File: src/hw/sample_clock_routing_defs.svh
// constants for the sample clock selection and export block
`ifndef SAMPLE_CLOCK_ROUTING_DEFS_SVH
`define SAMPLE_CLOCK_ROUTING_DEFS_SVH

// exported clock phase mode codes
`define EXP_PASS_CODE 8'h15
`define EXP_INV_CODE 8'h16
`define EXP_DELAY_CODE 8'h17

// the only reference clock rate accepted, in hertz (10 MHz)
`define REF_RATE_HZ 32'h0098_9680

// chassis slot that carries the system timing role
`define TIMING_SLOT 5'h02

// onboard oscillator coercion window and grid, in hertz
`define OSC_MIN_HZ 32'h000f_4240
`define OSC_MAX_HZ 32'h0beb_c200
`define OSC_GRID_MASK 32'hffff_fc00
`define RATE_RESET_HZ 32'h0beb_c200

// export delay line geometry
`define HIST_DEPTH 64
`define TAP_MAX 6'h3f
`define PERIOD_SAT 8'hff
`define PERIOD_ONE 8'h01
`define FRAC_ZERO 8'h00

`endif

File: src/hw/sample_clock_routing_pkg.sv
// types shared by the sample clock selection and export block
package sample_clock_routing_pkg;
`include "sample_clock_routing_defs.svh"

    typedef enum logic [1:0] {
        SRC_INTERNAL = 2'h0,
        SRC_FRONT = 2'h1,
        SRC_STAR = 2'h2,
        SRC_STROBE = 2'h3
    } clk_src_t;

    typedef enum logic [1:0] {
        DEST_NONE = 2'h0,
        DEST_FRONT = 2'h1,
        DEST_CONNECTOR = 2'h2
    } export_dest_t;

    typedef enum logic [1:0] {
        REF_NONE = 2'h0,
        REF_FRONT = 2'h1,
        REF_BACKPLANE = 2'h2,
        REF_SYNC_LINE_SEVEN = 2'h3
    } ref_src_t;

    typedef enum logic [2:0] {
        ERR_NONE = 3'h0,
        ERR_BUSY = 3'h1,
        ERR_STROBE = 3'h2,
        ERR_STAR = 3'h3,
        ERR_REF_SRC = 3'h4,
        ERR_REF_RATE = 3'h5,
        ERR_MODE = 3'h6
    } err_t;

    typedef struct packed {
        clk_src_t src;
        export_dest_t dest;
        logic [7:0] mode;
        logic [7:0] delay_frac;
        ref_src_t ref_src;
        logic [31:0] ref_rate;
        logic [31:0] rate;
    } clk_cfg_t;

    typedef struct packed {
        logic internal_osc_source;
        logic front_clock_input;
        logic star_line;
        logic strobe_line;
        logic backplane_ref;
        logic sync_bus_line_seven;
    } clk_pins_t;
endpackage

File: src/hw/sample_clock_routing.sv
// sample clock source selection, reference selection and clock export routing
`timescale 1ns/1ns
`include "sample_clock_routing_defs.svh"
// Summary of operation
// - sample clock from one selected source
// - strobe source only for acquisition operations
// - star line only for backplane, not slot 2
// - export to none, front jack or connector
// - codes 21 pass, 22 invert, 23 delay
// - delay is period fraction, delayed mode only
// - reference rate only 10 MHz, unless none
// - reference source none, front, backplane, line seven
// - rate always programmed; onboard rate reads coerced
module sample_clock_routing
    import sample_clock_routing_pkg::*;
(
    input wire logic clk_sys,
    input wire logic rst,
    input wire logic ce,
    input wire clk_pins_t pins,
    input wire logic is_backplane,
    input wire logic [4:0] slot_number,
    input wire logic op_is_acquisition,
    input wire logic gen_running,
    input wire logic acq_running,
    input wire logic cfg_write,
    input wire clk_cfg_t cfg_in,
    output logic cfg_ack,
    output logic cfg_reject,
    output err_t cfg_err_code,
    output clk_cfg_t active_cfg,
    output logic [31:0] rate_readback,
    output logic sample_clock,
    output logic front_clock_output,
    output logic connector_clock_output,
    output logic ref_in_use,
    output logic ref_clock
);
    clk_cfg_t active_ff;
    logic ack_ff;
    logic reject_ff;
    err_t err_ff;
    err_t nxt_err;
    logic sample_clk_ff;
    logic export_level;
    logic front_out_ff;
    logic conn_out_ff;
    logic ref_use_ff;
    logic ref_clk_ff;
    logic [31:0] rate_rb_ff;
    logic [31:0] nxt_rate_rb;

    // ************************************************************
    // configuration check
    // ************************************************************

    // refusal priority: busy first, then source, reference, and mode last
    function automatic err_t check_cfg(
        input clk_cfg_t c,
        input logic running,
        input logic acq,
        input logic backplane,
        input logic [4:0] slot
    );
        err_t e;
        e = ERR_NONE;
        if (running) begin
            e = ERR_BUSY;
        end else if (c.src == SRC_STROBE && !acq) begin
            e = ERR_STROBE;
        end else if (c.src == SRC_STAR && (!backplane || slot == `TIMING_SLOT)) begin
            e = ERR_STAR;
        end else if ((c.ref_src == REF_BACKPLANE && !backplane) ||
                     (c.ref_src == REF_SYNC_LINE_SEVEN && backplane)) begin
            e = ERR_REF_SRC;
        end else if (c.ref_src != REF_NONE && c.ref_rate != `REF_RATE_HZ) begin
            e = ERR_REF_RATE;
        end else if (c.mode != `EXP_PASS_CODE && c.mode != `EXP_INV_CODE &&
                     c.mode != `EXP_DELAY_CODE) begin
            e = ERR_MODE;
        end
        return e;
    endfunction

    // onboard oscillator snaps the request into its window and onto its grid
    function automatic logic [31:0] coerce_rate(input logic [31:0] r);
        logic [31:0] c;
        c = r;
        if (c < `OSC_MIN_HZ) begin
            c = `OSC_MIN_HZ;
        end else if (c > `OSC_MAX_HZ) begin
            c = `OSC_MAX_HZ;
        end
        return c & `OSC_GRID_MASK;
    endfunction

    always_comb begin
        nxt_err = check_cfg(cfg_in, gen_running | acq_running, op_is_acquisition,
                            is_backplane, slot_number);
    end

    // ************************************************************
    // write acceptance and active settings
    // ************************************************************

    // answers hold while ce is low, so a pulse may stretch over frozen cycles
    always_ff @(posedge clk_sys or posedge rst) begin
        if (rst) begin
            ack_ff <= 1'b0;
            reject_ff <= 1'b0;
            err_ff <= ERR_NONE;
        end else if (ce) begin
            ack_ff <= cfg_write && (nxt_err == ERR_NONE);
            reject_ff <= cfg_write && (nxt_err != ERR_NONE);
            if (cfg_write) begin
                err_ff <= nxt_err;
            end
        end
    end

    // a refused write leaves every setting untouched, so no clock glitches mid-run
    always_ff @(posedge clk_sys or posedge rst) begin
        if (rst) begin
            active_ff.src <= SRC_INTERNAL;
            active_ff.dest <= DEST_NONE;
            active_ff.mode <= `EXP_PASS_CODE;
            active_ff.delay_frac <= `FRAC_ZERO;
            active_ff.ref_src <= REF_NONE;
            active_ff.ref_rate <= `REF_RATE_HZ;
            active_ff.rate <= `RATE_RESET_HZ;
        end else if (ce && cfg_write && nxt_err == ERR_NONE) begin
            active_ff <= cfg_in;
        end
    end

    // ************************************************************
    // sample clock and reference selection
    // ************************************************************
    always_ff @(posedge clk_sys or posedge rst) begin
        if (rst) begin
            sample_clk_ff <= 1'b0;
        end else if (ce) begin
            unique case (active_ff.src)
                SRC_INTERNAL: sample_clk_ff <= pins.internal_osc_source;
                SRC_FRONT: sample_clk_ff <= pins.front_clock_input;
                SRC_STAR: sample_clk_ff <= pins.star_line;
                SRC_STROBE: sample_clk_ff <= pins.strobe_line;
            endcase
        end
    end

    always_ff @(posedge clk_sys or posedge rst) begin
        if (rst) begin
            ref_clk_ff <= 1'b0;
            ref_use_ff <= 1'b0;
        end else if (ce) begin
            ref_use_ff <= (active_ff.ref_src != REF_NONE);
            unique case (active_ff.ref_src)
                REF_NONE: ref_clk_ff <= 1'b0;
                REF_FRONT: ref_clk_ff <= pins.front_clock_input;
                REF_BACKPLANE: ref_clk_ff <= pins.backplane_ref;
                REF_SYNC_LINE_SEVEN: ref_clk_ff <= pins.sync_bus_line_seven;
            endcase
        end
    end

    // ************************************************************
    // rate readback
    // ************************************************************

    // external sources keep the programmed figure; it still feeds software checks
    always_comb begin
        nxt_rate_rb = (active_ff.src == SRC_INTERNAL) ? coerce_rate(active_ff.rate) : active_ff.rate;
    end

    always_ff @(posedge clk_sys or posedge rst) begin
        if (rst) begin
            // reset source is the onboard oscillator, so even the reset figure is a coerced one
            rate_rb_ff <= `OSC_MAX_HZ & `OSC_GRID_MASK;
        end else if (ce) begin
            rate_rb_ff <= nxt_rate_rb;
        end
    end

    // ************************************************************
    // export shaping and routing
    // ************************************************************
    export_phase_shaper u_shaper (
        .clk_sys(clk_sys),
        .rst(rst),
        .ce(ce),
        .clk_in(sample_clk_ff),
        .mode(active_ff.mode),
        .delay_frac(active_ff.delay_frac),
        .clk_out(export_level)
    );

    // unselected destinations sit low rather than floating
    always_ff @(posedge clk_sys or posedge rst) begin
        if (rst) begin
            front_out_ff <= 1'b0;
            conn_out_ff <= 1'b0;
        end else if (ce) begin
            front_out_ff <= (active_ff.dest == DEST_FRONT) && export_level;
            conn_out_ff <= (active_ff.dest == DEST_CONNECTOR) && export_level;
        end
    end

    assign cfg_ack = ack_ff;
    assign cfg_reject = reject_ff;
    assign cfg_err_code = err_ff;
    assign active_cfg = active_ff;
    assign rate_readback = rate_rb_ff;
    assign sample_clock = sample_clk_ff;
    assign front_clock_output = front_out_ff;
    assign connector_clock_output = conn_out_ff;
    assign ref_in_use = ref_use_ff;
    assign ref_clock = ref_clk_ff;
endmodule

File: src/hw/export_phase_shaper.sv
// phase shaper for the exported sample clock: pass, invert or delay
`timescale 1ns/1ns
`include "sample_clock_routing_defs.svh"
module export_phase_shaper
    import sample_clock_routing_pkg::*;
(
    input wire logic clk_sys,
    input wire logic rst,
    input wire logic ce,
    input wire logic clk_in,
    input wire logic [7:0] mode,
    input wire logic [7:0] delay_frac,
    output logic clk_out
);
    logic hist_ff [0:`HIST_DEPTH-1];
    logic prev_ff;
    logic [7:0] cnt_ff;
    logic [7:0] period_ff;
    logic [15:0] scaled;
    logic [5:0] tap;
    logic clk_out_ff;

    // ************************************************************
    // period measurement in system clock cycles
    // ************************************************************
    always_ff @(posedge clk_sys or posedge rst) begin
        if (rst) begin
            prev_ff <= 1'b0;
            cnt_ff <= `PERIOD_ONE;
            period_ff <= `PERIOD_ONE;
        end else if (ce) begin
            prev_ff <= clk_in;
            if (clk_in && !prev_ff) begin
                period_ff <= cnt_ff;
                cnt_ff <= `PERIOD_ONE;
            end else if (cnt_ff != `PERIOD_SAT) begin
                cnt_ff <= cnt_ff + `PERIOD_ONE;
            end
        end
    end

    // ************************************************************
    // history line, tapped at the programmed fraction of a period
    // ************************************************************
    always_ff @(posedge clk_sys or posedge rst) begin
        if (rst) begin
            hist_ff[0] <= 1'b0;
        end else if (ce) begin
            hist_ff[0] <= clk_in;
        end
    end

    for (genvar i = 1; i < `HIST_DEPTH; i++) begin : g_hist
        always_ff @(posedge clk_sys or posedge rst) begin
            if (rst) begin
                hist_ff[i] <= 1'b0;
            end else if (ce) begin
                hist_ff[i] <= hist_ff[i-1];
            end
        end
    end

    // fraction is in 1/256 of a period; slow clocks saturate the tap, which is why the
    // delayed mode is only meaningful at higher sample rates
    assign scaled = period_ff * delay_frac;
    assign tap = (scaled[15:8] > {2'h0, `TAP_MAX}) ? `TAP_MAX : scaled[13:8];

    // ************************************************************
    // output mode select
    // ************************************************************
    always_ff @(posedge clk_sys or posedge rst) begin
        if (rst) begin
            clk_out_ff <= 1'b0;
        end else if (ce) begin
            unique case (mode)
                `EXP_PASS_CODE: clk_out_ff <= clk_in;
                `EXP_INV_CODE: clk_out_ff <= ~clk_in;
                `EXP_DELAY_CODE: clk_out_ff <= hist_ff[tap];
                default: clk_out_ff <= clk_in;
            endcase
        end
    end

    assign clk_out = clk_out_ff;
endmodule

File: config.mk
export PLATFORM = sky130hd
export DESIGN_NAME = sample_clock_routing
export DESIGN_NICKNAME = d
export VERILOG_FILES = /design/src/hw/sample_clock_routing_pkg.sv /design/src/hw/sample_clock_routing.sv /design/src/hw/export_phase_shaper.sv
export VERILOG_INCLUDE_DIRS = /design/src /design/src/hw
export SDC_FILE = /design/constraint.sdc
export NUM_CORES = 1
export LEC_CHECK = 0
export BUFFER_PORTS_ARGS = -buffer_cell sky130_fd_sc_hd__buf_2
export CELL_PAD_IN_SITES_DETAIL_PLACEMENT = 0
export CELL_PAD_IN_SITES_GLOBAL_PLACEMENT = 1
export CORE_ASPECT_RATIO = 0.6
export CORE_UTILIZATION = 48
export CTS_CLUSTER_DIAMETER = 60
export DETAILED_ROUTE_END_ITERATION = 6
export PLACE_DENSITY = 0.85
export SLEW_MARGIN = 20
export SYNTH_ARGS = -nofsm -noshare
export SYNTH_HDL_FRONTEND = slang
export SYNTH_SLANG_ARGS = --single-unit
File: constraint.sdc
create_clock -name clk_sys -period 17.4 [get_ports clk_sys]
set_clock_uncertainty 0.15 [all_clocks]
set_input_delay 0.87 -clock clk_sys [delete_from_list [all_inputs] [get_ports clk_sys]]
set_output_delay 0.87 -clock clk_sys [all_outputs]
set_load 0.01 [all_outputs]
==> reports/qor.txt <==
Buffers on Ports: 232
Post-synthesis sequential area ratio: 47.3%
Number of synthesized register bits: 209
CORE AREA: 22400 µm²
Post-Route WL: 27.7 mm
YS warnings: 0
Share of cells above drive strength 1: 42.2%
Setup crit start kind: flip-flop
Max Fclk: 0.166 GHz
Period utilisation layout: 34.7%
CP required: 17.62 ns
EDFF count, synth: 0
CTS tree: yes
TritonRoute pass-1 iters: 5
Share of the synthesized area in the top cell type: 38.8%
Sink Count: 209
LEAKAGE: 6.69 nW
Final setup viols: 0
PwrDens: 84.1 nW/µm²
Die X: 199 µm
Total Die Area: 23900 µm²
Initial Util: 49.7%
Syn Area/Cell: 12.3 µm²
Fillcell total: 1868
Async set or reset register ratio after synthesis: 100%
Crit path capture type: flip-flop
Status: completed
Total GRT Usage: 24.0%
CTS resizes: 0
Worst endpoint data arrival time: 6.25 ns
GRT overflow: 0
Final #Nets: 1309
Most common flop cell mapped by yosys: dfrtp_1
Area grow syn2layout: 18.7%
First-pass GRT wire length: 44.8 mm
Max-slew violation count: 0
Synth Cell Area: 11200 µm²
CTS hold repair buffers: 0
Detail Route Antenna Nets: 0
Largest net degree at the start of global routing: 149
Synth area leaders: dfrtp_1 (39%), mux2_2 (16%), dfstp_2 (8.5%), fa_1 (6.3%), ha_1 (3.8%)
Final Hold Viols: 0
Syn nets: 1082
Num CTS Buffers: 20
CTS clock-pin slew for the worst setup and hold paths: 0.07 ns
Number of buffers on the longest clock path: 3
Setup TNS: 0 ns
Worst setup path class: reg -> reg
Yosys top cell by area: dfrtp_1
Synth Instances: 908
HP Class: in -> async
Synth cell types: 84
Number of global-route vias before repair: 8049
Max_slew headroom: 36.6%
Via count: 8111
Period minus WS final: 6.04 ns
Residual DRC: 0
Post-CTS Setup Repair Bufs: 0
Place WS: 11.42 ns
Die H: 120 µm
Hold WS: 0.304 ns
Root buffer cell: clkbuf_16
1st-iter DRT viols: 612
Worst ir drop on vdd: 56.1 µV
Crit Path Max Fanout: 20
Row count: 42
Post-DP HPWL: 20.5 mm
RSZ-0062 raised after global routing: no
Initial antenna violation count: 0
Ant. Diodes: 0
Worst-margin pin slew: 0.944 ns
WL/cell: 19.0 µm
GPL Wtd Cong: 0.867
Max-Cap Viols: 0
# IOs: 233
Slack of the critical path: 11.36 ns
H-tree Lvls: 1
Clock Latency Late Sink: 0.50 ns
Detailed-route vias per instance: 5.57
cell type report:
type / instances / area (µm²) / share of cell area [%]
clock buffer: 33 / 611 / 4.61
clock inverter: 3 / 43.8 / 0.331
inverter: 49 / 196 / 1.48
multi-input combinational: 618 / 5500 / 41.6
sequential: 209 / 5280 / 39.9
timing repair buffer: 237 / 1220 / 9.23
tap: 308 / 385 / 2.91
layout by cell type (no fill, tap or decap), drive strengths merged, types with 5 or more instances in the layout:
cell type	instances
a2111oi	5
a211oi	8
a21oi	21
a22o	20
and2	51
buf	237
clkbuf	33
dfrtp	173
dfstp	36
fa	35
ha	34
inv	47
mux2	154
mux2i	15
nand2	53
nand3	19
nand4	12
nor2	29
nor2b	7
nor3	12
nor4	9
o211ai	6
o21ai	28
o22a	5
o2bb2ai	7
o31ai	5
or3	5
xnor2	6
routing by layer:
layer / up-vias / track usage, % / part of all wire [%]
li1: 3741 / - / -
met1: 4088 / 39.2 / 51
met5: - / 0 / 0
met2: 258 / 32.5 / 41
met3: 24 / 5.42 / 7.2
met4: 0 / 3.56 / 0.91
stage by stage:
stage               util, %  cell area [µm²]  instances  power (W)
floorplan                 -            11200        908   0.000635
global placement       55.9            12500       1420   0.000677
detailed placement     55.9            12500       1420   0.000682
CTS                    58.8            13200       1456    0.00112
global route           59.0            13200       1457    0.00116
finish                 59.0            13200       1457    0.00111
final timing paths:
kind                       slack (ns)                  start               end  cells past startpoint
max                             11.36  u_shaper.period_ff[1]  u_shaper.clk_out                     18
min                              0.30                    rst    active_cfg[45]                      2
max reg2reg                     11.36  u_shaper.period_ff[1]  u_shaper.clk_out                     18
min reg2reg                      0.32              ref_clock         ref_clock                      1
max in group asynchronous       15.44                    rst     active_cfg[3]                      3
min in group clk_sys             0.32              ref_clock         ref_clock                      1
registers in the layout (all words and copies together), names as in the netlist, 3 cells and up:
signal,cells
active_cfg,86
u_shaper.hist_ff,64
rate_readback,32
u_shaper.cnt_ff,8
u_shaper.period_ff,8
cfg_err_code,3
cell usage after synthesis (9+ instances only):
cell type,n
fa_1,35
ha_1,34
inv_1,47
a21oi_1,20
nand3_1,19
nand4_1,10
clkbuf_1,11
nand2_1,53
buf_2,12
mux2_2,154
mux2i_1,15
nor4_1,9
and2_1,44
nor3_1,12
dfrtp_1,173
a22o_1,20
nor2_1,28
dfstp_2,36
o21ai_0,25
logic make-up (layout without fill, tap and decap cells):
group,after synthesis,count (layout),synth area share (%)
multiplexers,172,172,17.5
flip-flops,209,209,47.3
XOR/XNOR,10,10,0.785
adder cells (fa/ha/maj),69,69,10.1
buffers and inverters,81,322,3.47
AO/OA/AOI/OAI,141,141,9.71
AND/OR/NAND/NOR,226,226,11.1
worst max-delay path: stages, from the launching register on:
cell and delay (ns):
dfrtp_1 0.47, and2_2 0.24, fa_1 0.53, inv_1 0.06
fa_1 0.50, fa_1 0.51, fa_1 0.54, inv_1 0.04
ha_1 0.39, inv_2 0.10, o31ai_2 0.42, a211o_1 0.16
o2111a_1 0.21, o21a_1 0.57, o21ai_0 0.18, a2111oi_0 0.42
a2bb2oi_1 0.12, o21ai_1 0.18, o31ai_2 0.09
report_power, final:
part           internal [W]  switching (W)
clock network      0.000255       0.000184
registers          0.000528      0.0000424
logic             0.0000552      0.0000483
(Power assumes the default switching activity.)
